`src/pkg/scb_pkg.sv`:
```
// Constants for the control-word decoder: offsets, fields, codes.
// Assumes a 32-bit APB slave with byte addresses of 8 bits.
package scb_pkg;
    // ==========================================================
    // Register offsets
    localparam logic [7:0] CMD_OFF    = 8'h00;
    localparam logic [7:0] PTR_OFF    = 8'h04;
    localparam logic [7:0] STAT_OFF   = 8'h08;
    localparam logic [7:0] RUBASE_OFF = 8'h0c;
    localparam logic [7:0] CUBASE_OFF = 8'h10;
    localparam logic [7:0] DUMP_OFF   = 8'h14;
    localparam logic [7:0] RFD_OFF    = 8'h18;
    localparam logic [7:0] CB_OFF     = 8'h1c;
    localparam logic [7:0] HDS_OFF    = 8'h20;
    localparam logic [7:0] RBD_OFF    = 8'h24;
    // ==========================================================
    // Field layout of the command word
    localparam int CUC_LSB = 20;
    localparam int CUC_W   = 4;
    localparam int RUC_LSB = 16;
    localparam int RUC_W   = 3;
    localparam int HDS_W   = 14;
    localparam logic [31:0] RST_WORD = 32'h0;
    // ==========================================================
    // Receive command codes
    localparam logic [2:0] RUC_NOP      = 3'h0;
    localparam logic [2:0] RUC_START    = 3'h1;
    localparam logic [2:0] RUC_RESUME   = 3'h2;
    localparam logic [2:0] RUC_REDIRECT = 3'h3;
    localparam logic [2:0] RUC_ABORT    = 3'h4;
    localparam logic [2:0] RUC_LOAD_HDS = 3'h5;
    localparam logic [2:0] RUC_LOAD_BAS = 3'h6;
    // ==========================================================
    // Command-unit command codes
    localparam logic [3:0] CUC_NOP      = 4'h0;
    localparam logic [3:0] CUC_START    = 4'h1;
    localparam logic [3:0] CUC_RESUME   = 4'h2;
    localparam logic [3:0] CUC_HPQ_ST   = 4'h3;
    localparam logic [3:0] CUC_LD_DUMP  = 4'h4;
    localparam logic [3:0] CUC_DUMP     = 4'h5;
    localparam logic [3:0] CUC_LOAD_BAS = 4'h6;
    localparam logic [3:0] CUC_DUMP_RST = 4'h7;
    localparam logic [3:0] CUC_STAT_RES = 4'ha;
    localparam logic [3:0] CUC_HPQ_RES  = 4'hb;
    // ==========================================================
    // Status bit positions
    localparam int ST_IDLE  = 0;
    localparam int ST_FETCH = 1;
    localparam int ST_READY = 2;
    localparam int ST_SUSP  = 3;
    localparam int ST_HDS   = 4;
    localparam int ST_CUIDL = 5;

    typedef enum logic [1:0] {
        RU_IDLE,
        RU_FETCH,
        RU_READY,
        RU_SUSP
    } scb_ru_state_t;
endpackage

```
`src/design/scb_rst_sync.sv`:
```
// Reset release synchroniser.
// Assumes an asynchronous active-low reset from outside the clock domain.
`timescale 1ns/1ps
module scb_rst_sync (
    input  wire logic clk,
    input  wire logic resetn,
    output logic      rstnSync
);
    typedef struct packed {
        logic [1:0] sh;
    } scb_rs_state_t;

    scb_rs_state_t st_q;
    scb_rs_state_t st_d;

    // ==========================================================
    // Two stages, assert at once, release after two edges
    always_comb begin
        st_d    = st_q;
        st_d.sh = {st_q.sh[0], 1'b1};
    end

    always_ff @(posedge clk or negedge resetn) begin
        if (!resetn) begin
            st_q <= '0;
        end else begin
            st_q <= st_d;
        end
    end

    assign rstnSync = st_q.sh[1];
endmodule

```
`src/design/scb_ptr_add.sv`:
```
// Base plus offset for pointer relocation.
// Assumes offsets wrap modulo two to the width, as addresses do.
`timescale 1ns/1ps
module scb_ptr_add #(
    parameter int W = 32
) (
    input  wire logic [W-1:0] base,
    input  wire logic [W-1:0] offset,
    output logic      [W-1:0] sum
);
    // Elaboration guard; a zero width leaves no adder to build
    if (W < 1) begin : g_width_check
        $error("scb_ptr_add: width must be positive");
    end

    // ==========================================================
    // Carry out dropped on purpose: addresses wrap
    assign sum = W'(base + offset);
endmodule

```
`src/design/scb_ctl_decoder.sv`:
```
// Control-word decoder: receive and command-unit command fields and
// the general pointer, reached over APB.
// Assumes unit engines on the same clock give fetchDone, ruSuspendEvt
// and cuIdle, and take the one-cycle command pulses.
//
// Summary of operation
// - Receive code 000 does nothing, receive state kept.
// - Code 001 enables receive unit and prefetches first frame descriptor.
// - Code 010 resumes reception, only while receive unit is suspended.
// - Code 011 redirects receive DMA to buffer chain at base plus pointer.
// - Code 100 stops the receive unit immediately.
// - After code 101 header-size mode holds until reset.
// - Header size is pointer bits 13:0; host zeroes upper bits.
// - Code 110 copies pointer held before the command into receive base.
// - General pointer is 32 bits, meaning set by the command code.
// - Receive start address is pointer plus receive base.
// - Command start code 1 locates first block at pointer plus base.
// - Priority queue start code 3 adds pointer to command base.
// - Code 4 latches pointer as absolute counter dump address.
// - Code 6 loads pointer into the command base register.
// - Command-unit field is bits 23:20 of the command word.
// - Command resume is ignored while the command unit is idle.
//
// The APB interface to the registers and the placing of the registers are this design's own decisions.
`timescale 1ns/1ps
module scb_ctl_decoder
    import scb_pkg::*;
(
    input  wire logic        clk,
    input  wire logic        resetn,
    input  wire logic        psel,
    input  wire logic        penable,
    input  wire logic        pwrite,
    input  wire logic [7:0]  paddr,
    input  wire logic [31:0] pwdata,
    output logic             pready,
    output logic      [31:0] prdata,
    output logic             pslverr,
    input  wire logic        fetchDone,
    input  wire logic        ruSuspendEvt,
    input  wire logic        cuIdle,
    output logic             ruFetchReq,
    output logic             ruResume,
    output logic             ruAbort,
    output logic             ruRedirect,
    output logic             cuStart,
    output logic             cuHpqStart,
    output logic             cuResume,
    output logic             cuStaticResume,
    output logic             cuHpqResume,
    output logic             cntDump,
    output logic             cntDumpReset,
    output logic             hdsMode,
    output logic      [13:0] hdsSize,
    output logic      [31:0] rfdAddr,
    output logic      [31:0] cbAddr,
    output logic      [31:0] rbdAddr,
    output logic      [31:0] dumpAddr
);
    import scb_pkg::*;

    typedef struct packed {
        logic              pready;
        logic [31:0]       prdata;
        logic              pslverr;
        logic [31:0]       gptr;
        logic [31:0]       ruBase;
        logic [31:0]       cuBase;
        logic [31:0]       dumpAddr;
        logic [31:0]       rfdAddr;
        logic [31:0]       cbAddr;
        logic [31:0]       rbdAddr;
        logic [HDS_W-1:0]  header_data_size;
        logic              hdsLock;
        scb_ru_state_t     ruSt;
        logic              fetchReq;
        logic              ruResumeP;
        logic              ruAbortP;
        logic              ruRedirP;
        logic              cuStartP;
        logic              cuHpqP;
        logic              cuResumeP;
        logic              cuStaticP;
        logic              cuHpqResP;
        logic              dumpP;
        logic              dumpRstP;
    } scb_state_t;

    scb_state_t  st_q;
    scb_state_t  st_d;
    logic        rstn;
    logic [31:0] ruSum;
    logic [31:0] cuSum;
    logic        access;
    logic        wrDone;
    logic        cmdWr;
    logic [2:0]  ruCode;
    logic [3:0]  cuCode;
    logic        mapped;
    logic [31:0] status;

    // ==========================================================
    // Reset and pointer adders
    scb_rst_sync u_rst (
        .clk      (clk),
        .resetn   (resetn),
        .rstnSync (rstn)
    );

    scb_ptr_add #(.W(32)) u_ru_add (
        .base   (st_q.ruBase),
        .offset (st_q.gptr),
        .sum    (ruSum)
    );

    scb_ptr_add #(.W(32)) u_cu_add (
        .base   (st_q.cuBase),
        .offset (st_q.gptr),
        .sum    (cuSum)
    );

    // ==========================================================
    // Bus decode
    assign access = psel && penable;
    assign wrDone = access && st_q.pready && pwrite;
    assign cmdWr  = wrDone && (paddr == CMD_OFF);
    assign cuCode = pwdata[CUC_LSB +: CUC_W];
    assign ruCode = pwdata[RUC_LSB +: RUC_W];

    always_comb begin
        unique case (paddr)
            CMD_OFF, PTR_OFF, STAT_OFF, RUBASE_OFF, CUBASE_OFF,
            DUMP_OFF, RFD_OFF, CB_OFF, HDS_OFF, RBD_OFF: mapped = 1'b1;
            default: mapped = 1'b0;
        endcase
    end

    always_comb begin
        status            = '0;
        status[ST_IDLE]   = (st_q.ruSt == RU_IDLE);
        status[ST_FETCH]  = (st_q.ruSt == RU_FETCH);
        status[ST_READY]  = (st_q.ruSt == RU_READY);
        status[ST_SUSP]   = (st_q.ruSt == RU_SUSP);
        status[ST_HDS]    = st_q.hdsLock;
        status[ST_CUIDL]  = cuIdle;
    end

    // ==========================================================
    // Next state
    always_comb begin
        st_d           = st_q;
        st_d.ruResumeP = 1'b0;
        st_d.ruAbortP  = 1'b0;
        st_d.ruRedirP  = 1'b0;
        st_d.cuStartP  = 1'b0;
        st_d.cuHpqP    = 1'b0;
        st_d.cuResumeP = 1'b0;
        st_d.cuStaticP = 1'b0;
        st_d.cuHpqResP = 1'b0;
        st_d.dumpP     = 1'b0;
        st_d.dumpRstP  = 1'b0;
        st_d.pslverr   = 1'b0;
        // Two-cycle access gives time to register read data
        st_d.pready    = access && !st_q.pready;
        if (access && !st_q.pready) begin
            st_d.pslverr = !mapped;
            st_d.prdata  = '0;
            if (!pwrite) begin
                unique case (paddr)
                    PTR_OFF:    st_d.prdata = st_q.gptr;
                    STAT_OFF:   st_d.prdata = status;
                    RUBASE_OFF: st_d.prdata = st_q.ruBase;
                    CUBASE_OFF: st_d.prdata = st_q.cuBase;
                    DUMP_OFF:   st_d.prdata = st_q.dumpAddr;
                    RFD_OFF:    st_d.prdata = st_q.rfdAddr;
                    CB_OFF:     st_d.prdata = st_q.cbAddr;
                    HDS_OFF:    st_d.prdata = {18'h0, st_q.header_data_size};
                    RBD_OFF:    st_d.prdata = st_q.rbdAddr;
                    default:    st_d.prdata = '0;
                endcase
            end
        end
        if (wrDone && paddr == PTR_OFF) begin
            st_d.gptr = pwdata;
        end

        // Engine feedback; a receive start or abort command in the same cycle overrides it
        if (st_q.ruSt == RU_FETCH && fetchDone) begin
            st_d.ruSt = RU_READY;
        end
        if (st_q.ruSt == RU_READY && ruSuspendEvt) begin
            st_d.ruSt = RU_SUSP;
        end

        if (cmdWr) begin
            // undefined receive codes fall to default
            unique case (ruCode)
                RUC_NOP: begin
                end
                RUC_START: begin
                    st_d.ruSt    = RU_FETCH;
                    st_d.rfdAddr = ruSum;
                end
                RUC_RESUME: begin
                    if (st_q.ruSt == RU_SUSP) begin
                        st_d.ruSt      = RU_READY;
                        st_d.ruResumeP = 1'b1;
                    end
                end
                RUC_REDIRECT: begin
                    st_d.ruRedirP = 1'b1;
                    st_d.rbdAddr  = ruSum;
                end
                RUC_ABORT: begin
                    st_d.ruSt     = RU_IDLE;
                    st_d.ruAbortP = 1'b1;
                end
                RUC_LOAD_HDS: begin
                    st_d.header_data_size     = st_q.gptr[HDS_W-1:0];
                    st_d.hdsLock = 1'b1;
                end
                RUC_LOAD_BAS: begin
                    st_d.ruBase = st_q.gptr;
                end
                default: begin
                end
            endcase
            // don't-care codes never read the pointer
            unique case (cuCode)
                CUC_NOP: begin
                end
                CUC_START: begin
                    st_d.cuStartP = 1'b1;
                    st_d.cbAddr   = cuSum;
                end
                CUC_RESUME: begin
                    st_d.cuResumeP = !cuIdle;
                end
                CUC_HPQ_ST: begin
                    st_d.cuHpqP = 1'b1;
                    st_d.cbAddr = cuSum;
                end
                CUC_LD_DUMP: begin
                    st_d.dumpAddr = st_q.gptr;
                end
                CUC_DUMP: begin
                    st_d.dumpP = 1'b1;
                end
                CUC_LOAD_BAS: begin
                    st_d.cuBase = st_q.gptr;
                end
                CUC_DUMP_RST: begin
                    st_d.dumpRstP = 1'b1;
                end
                CUC_STAT_RES: begin
                    st_d.cuStaticP = !cuIdle;
                end
                CUC_HPQ_RES: begin
                    st_d.cuHpqResP = 1'b1;
                end
                default: begin
                end
            endcase
        end
        // Own flop so the pin carries no decode glitch
        st_d.fetchReq = (st_d.ruSt == RU_FETCH);
    end

    always_ff @(posedge clk or negedge rstn) begin
        if (!rstn) begin
            st_q      <= '0;
            st_q.ruSt <= RU_IDLE;
        end else begin
            st_q <= st_d;
        end
    end

    // ==========================================================
    // Outputs, all from flops
    assign pready         = st_q.pready;
    assign prdata         = st_q.prdata;
    assign pslverr        = st_q.pslverr;
    assign ruFetchReq     = st_q.fetchReq;
    assign ruResume       = st_q.ruResumeP;
    assign ruAbort        = st_q.ruAbortP;
    assign ruRedirect     = st_q.ruRedirP;
    assign cuStart        = st_q.cuStartP;
    assign cuHpqStart     = st_q.cuHpqP;
    assign cuResume       = st_q.cuResumeP;
    assign cuStaticResume = st_q.cuStaticP;
    assign cuHpqResume    = st_q.cuHpqResP;
    assign cntDump        = st_q.dumpP;
    assign cntDumpReset   = st_q.dumpRstP;
    assign hdsMode        = st_q.hdsLock;
    assign hdsSize        = st_q.header_data_size;
    assign rfdAddr        = st_q.rfdAddr;
    assign cbAddr         = st_q.cbAddr;
    assign rbdAddr        = st_q.rbdAddr;
    assign dumpAddr       = st_q.dumpAddr;
endmodule

```
`config.mk`:
```
export PLATFORM = sky130hd
export DESIGN_NAME = scb_ctl_decoder
export DESIGN_NICKNAME = d
export VERILOG_FILES = /design/src/pkg/scb_pkg.sv /design/src/design/scb_rst_sync.sv /design/src/design/scb_ptr_add.sv /design/src/design/scb_ctl_decoder.sv
export SDC_FILE = /design/constraint.sdc
export NUM_CORES = 1
export LEC_CHECK = 0
export BUFFER_PORTS_ARGS = -buffer_cell sky130_fd_sc_hd__buf_2
export CORE_ASPECT_RATIO = 1.25
export CORE_MARGIN = 1.5
export CORE_UTILIZATION = 40
export CTS_BUF_LIST = sky130_fd_sc_hd__clkbuf_2 sky130_fd_sc_hd__clkbuf_4 sky130_fd_sc_hd__clkbuf_8
export DETAILED_ROUTE_END_ITERATION = 7
export GPL_TIMING_DRIVEN = 0
export PLACE_DENSITY = 0.7
export SYNTH_ARGS = -nofsm -noshare
export SYNTH_HDL_FRONTEND = slang
export SYNTH_HIERARCHICAL = 1
export SYNTH_SLANG_ARGS = --single-unit
```
`constraint.sdc`:
```
create_clock -name clk -period 16.9 [get_ports clk]
set_input_delay 3.38 -clock clk [delete_from_list [all_inputs] [get_ports clk]]
set_output_delay 3.38 -clock clk [all_outputs]
set_load 0.03 [all_outputs]
```
Yosys cells after proc, flatten, opt, wreduce, memory -nomap -nowiden
Cells that the tools add are included.
{"block": "totals", "regBits": 288, "in_bits": 48, "output_inout_bits": 188, "word_cells": 98}
{"block": "classes", "add_sub_neg": 2, "n_eq_ne": 28, "mux": 21, "reduce_logical": 22}
{"operator": "$pmux 32 s9", "count": 1}
{"operator": "$add 32x32->32", "count": 2}
{"operator": "$eq 8x5->1 const B", "count": 4}
{"operator": "$mux 32", "count": 1}
{"operator": "$eq 4x3->1 const B", "count": 4}
{"operator": "$eq 8x4->1 const B", "count": 2}
{"operator": "$eq 8x6->1 const B", "count": 2}
{"operator": "$reduce_and 2->1", "count": 7}
{"operator": "$mux 1", "count": 13}
{"operator": "$mux 10", "count": 1}
{"operator": "$reduce_or 10->1", "count": 1}
{"operator": "$eq 3x3->1 const B", "count": 3}
{"operator": "$eq 4x2->1 const B", "count": 2}
{"operator": "$eq 4x4->1 const B", "count": 2}
{"operator": "$eq 8x3->1 const B", "count": 1}
{"operator": "$logic_and 1x1->1", "count": 8}
{"operator": "$logic_not 8->1", "count": 1}
{"operator": "$mux 2", "count": 4}
{"operator": "$eq 3x2->1 const B", "count": 2}
{"operator": "$pmux 2 s3", "count": 1}
{"operator": "$eq 2x1->1 const B", "count": 2}
{"operator": "$eq 2x2->1 const B", "count": 2}
{"operator": "$eq 4x1->1 const B", "count": 1}
{"operator": "$eq 3x1->1 const B", "count": 1}
{"operator": "3 further kinds", "count": 5}

Longest topological paths before layout
{"block": "depth", "ltp_word": 8, "depth_mapped": 10}

By module
Netlist, hierarchy kept.
{"mod": "scb_ctl_decoder", "n_inst": 1, "cells_per_inst": 1138, "area_per_inst_um2": 13993.4}
{"mod": "scb_ptr_add (u_ru_add)", "n_inst": 1, "cells_per_inst": 236, "area_per_inst_um2": 1725.4}
{"mod": "scb_ptr_add (u_cu_add)", "n_inst": 1, "cells_per_inst": 236, "area_per_inst_um2": 1712.9}
{"mod": "scb_rst_sync", "n_inst": 1, "cells_per_inst": 3, "area_per_inst_um2": 53.8}

Least setup slack after synthesis
OpenSTA, ideal clock, no wires.
{"block": "synth_timing", "path_type": "input-to-reg", "from": "in paddr[1]", "to": "reg st_q (netlist bit rbdAddr[22])", "setup_ns": 0.125, "arrival_time_ns": 5.182, "slack_ns": 11.594, "cell_stages": 7, "n_path_buf": 2, "path_cell_list": "buf_2 -> nor4_4 -> and3_1 -> nand2_2 -> nor3b_4 -> buf_6 -> mux2_2"}
{"block": "synth_via", "elab_chain_len": 3}
{"element": "start: declaration", "line": "scb_ctl_decoder.sv:34", "source": "input wire logic [7:0] paddr,"}
{"element": "$logic_not 8->1", "line": "scb_ctl_decoder.sv:126", "source": "assign cmdWr = wrDone && (paddr == CMD_OFF);"}
{"element": "$logic_and 1x1->1", "line": "scb_ctl_decoder.sv:126"}
{"element": "$reduce_and 2->1 (no source line)"}
{"element": "end signal: assignment", "line": "scb_ctl_decoder.sv:274", "source": "st_q <= st_d;"}
{"element": "end: declaration", "line": "scb_ctl_decoder.sv:89", "source": "scb_state_t st_q;"}
Every way passes these cells.
A chain may end at the register's enable or synchronous reset.

Worst setup path after layout
{"block": "layout_timing", "from": "in paddr[2]", "to": "reg st_q (netlist bit prdata[2])"}
{"block": "layout_via", "elab_chain_len": 3, "elab_cells_between_ends": 11, "classes_between": "9 x eq/ne; 2 x mux"}
{"element": "$eq 8x6->1, or another cell as far along", "line": "scb_ctl_decoder.sv:169", "source": "unique case (paddr)"}
{"element": "$pmux 32 s9 (*)", "line": "scb_ctl_decoder.sv:169"}
{"element": "$mux 32 (*)", "line": "scb_ctl_decoder.sv:168", "source": "if (!pwrite) begin"}
Mark *: on every way between the ends. The rest lies on a longest branch, timed or not.

==> metrics <==
outcome=complete, no violations; Synth area leader=dfrtp_1; WL final=approximately 64000 microns; number of max-slew violations in the final report=0; TritonCTS Buffers=49; Synth Register Bits=between 200 and 300; sequential-to-total area share from yosys stat=between 40% and 50%; largest net degree at the start of global routing=about 70; largest buffer count on any clock path=3; Die Footprint=roughly 45000 sq um; final setup fails=0; Core ar.=43100 sq um; gp weighted congestion=approximately 0.95; unrepaired setup endpoints after global routing=false; Die Wd=190 microns; Max-Cap Viols=0; post-route cell area=20500 sq um; Starting Density=40.6%; DRC=0; CTS tree=done; DP HPWL=roughly 50000 microns; DRT antenna net count=0; DIE HEIGHT=237 microns; wire per inst=between 20 and 30 microns; Crit Path Max Fanout=10; Slew HR=about a fifth; fin nets=roughly 2000; number of flops mapped to enable cells by yosys=0; Multi-input gate area=between 8000 and 9000 sq um; Synth area leaders=dfrtp_1 (41%), mux2_2 (12%), buf_4 (7.8%); post-synthesis cell area=between 15000 and 20000 sq um; VDD IR-drop max=just under 60 uV; share of flip-flops with an asynchronous set or reset=100%; register area=7210 sq um; clock latency on the worst-skew pair=0.60 ns; average vias per placed instance=around 5.7; fraction of layout cells with a size suffix above 1=approximately two fifths; Mapped Avg Cell Area=around 11 sq um; Power Density=roughly 71 nW/um^2; Worst Skew=0.0304 ns; Netlist cell types=87; clock-pin slew on the worst setup and hold paths=~0.06 ns; Pre-antenna DRT Iters=5; hold buffer count at CTS=0; Period minus WS final=slightly above 6 ns; grt total ovfl=0; ys flop type=dfrtp_1; CTS sink cnt=approximately 290; initial antenna violation count=1; crit path DAT=6.73 ns; CTS resizes=0; Row Count=between 80 and 90; top post-synthesis cells by count=dfrtp_1 (288), mux2_2 (184), buf_4 (181), nand2_1 (87), a21oi_1 (77); number of fill cells=a little over 4000; dpl cell area=roughly 19000 sq um; Slew @ Worst Pin=1.22 ns; Global Route Usage Sum=about 29%; synthesized netlist cell count=approximately 1600; Total Negative Setup Slacks=0 ns; top-area cell type share of the netlist area=between 40% and 50%; H-tree depth=2; Post-CTS Setup Repair Bufs=0; worst endpoint required time=roughly 17 ns; YS warnings=6; worst min path class=reg -> async; first-pass GRT wire length=93800 microns; Final period util=36.8%; clk root buf=clkbuf_8; P_leak=approximately 11 nW; input/output buffers=227; CP startpoint kind=primary input; num ports=between 200 and 250; Initial DRC Count=1105; Final Hold Viols=0; via count=14200; CP endpoint kind=flip-flop; crit path kind=in -> reg; P&R area growth vs syn=17.3%; syn nets=around 1700; vias in the first global route=roughly 14000; f_max=0.161 GHz; count leader, synth=dfrtp_1
[worst paths after layout]
path                          startpoint       endpoint  slack (ns)  cells past startpoint
setup reg to reg               st_q[221]     cbAddr[31]       13.22                      9
hold / removal             u_rst/st_q[1]     cbAddr[12]        0.30                      0
min in group clk           u_rst/st_q[0]  u_rst/st_q[1]        0.35                      0
hold reg to reg            u_rst/st_q[1]     cbAddr[12]        0.30                      0
max in group asynchronous         resetn  u_rst/st_q[1]       14.24                      1
setup / recovery                paddr[2]      prdata[2]       10.68                      7
[sequential cells by signal (all words and copies together), names as in the netlist, 2 cells and up]
register,flops
cbAddr,32
rfdAddr,32
rbdAddr,32
st_q,98
hdsSize,14
u_rst/st_q,2
prdata,32
dumpAddr,32
[per-stage QoR]
| step | setup slack, ns | utilization [%] | power (mW) | instances | hold WS [ns] |
|---|---|---|---|---|---|
| after global placement | 4.97 | 44.9 | 0.779 | 2405 | 0.337 |
| after detailed placement | 10.28 | 45.2 | 0.783 | 2410 | 0.313 |
| after global routing | 10.81 | 47.6 | 1.49 | 2499 | 0.350 |
| final | 10.68 | 47.6 | 1.45 | 2500 | 0.296 |
| after CTS | 10.92 | 47.6 | 1.46 | 2498 | 0.325 |
| after floorplan | 8.28 | - | 0.747 | 1613 | 0.331 |
[layout make-up]
cell class | count | area share [%]
clock buffer | 75 | 4.64
sequential | 288 | 35.2
buffer | 263 | 8.44
antenna | 2 | 0.0244
inverter | 17 | 0.311
timing repair buffer | 232 | 6.11
multi-input combinational | 1045 | 41.4
clock inverter | 13 | 0.470
tap | 565 | 3.45
[cell families after synthesis]
group,synth area share [%]
compound gates,14.1
xor+xnor,3.06
fa+ha+maj,4.67
buf+inv,10.3
flops,41.2
mux,17.8
other cells,0.0214
simple gates,8.92
[worst max-delay path, cell delays in order]
cell	delay (ns)
buf_2	0.27
nor4b_2	1.03
clkbuf_1	0.76
nand2_1	0.63
o2bb2ai_1	0.33
a211oi_1	0.08
o21ai_0	0.24
[cells in the final DEF, fill, tap and decap left out, types with 6 or more instances in the layout]
master	synthesis	routed
a22oi_1	47	47
nand3_1	23	23
a222oi_1	6	6
o22ai_1	11	11
a21o_1	25	25
nor2b_1	10	10
clkbuf_1	49	49
buf_1	7	7
clkbuf_4	0	13
nor3_1	20	18
clkbuf_8	0	62
a31oi_1	10	10
buf_4	181	182
a21oi_1	77	77
o21bai_1	6	6
nand2_1	87	87
mux2_1	71	71
inv_1	17	17
xnor2_1	37	37
mux2i_1	17	17
mux2_2	184	184
o21a_1	7	7
o21ai_0	63	63
xor2_1	24	24
and2_1	7	7
and4_1	7	7
buf_2	20	247
clkinv_2	0	10
nand3b_1	7	7
a211oi_1	13	13
dfrtp_1	288	287
ha_1	62	62
nor2_1	71	71
a22o_1	9	9
nand4_1	12	12
and3_1	13	13
[per-layer routing]
layer  vias to the layer above  track usage [%]  wire, microns
li1                       6320                -              -
met1                      7123             35.7          25500
met2                       630             48.4          31400
met3                       172             3.07           3780
met4                         0             15.8           3860
met5                         -                0              0
[power by group]
part | leakage [nW] | total, mW | switching, mW | internal (mW)
Combinational | 6.17 | 0.0685 | 0.0509 | 0.0175
Clock | 0.564 | 0.674 | 0.300 | 0.375
Sequential | 4.01 | 0.703 | 0.00939 | 0.694
Total | 10.7 | 1.45 | 0.360 | 1.09
Power figures use the tool's default switching activity.
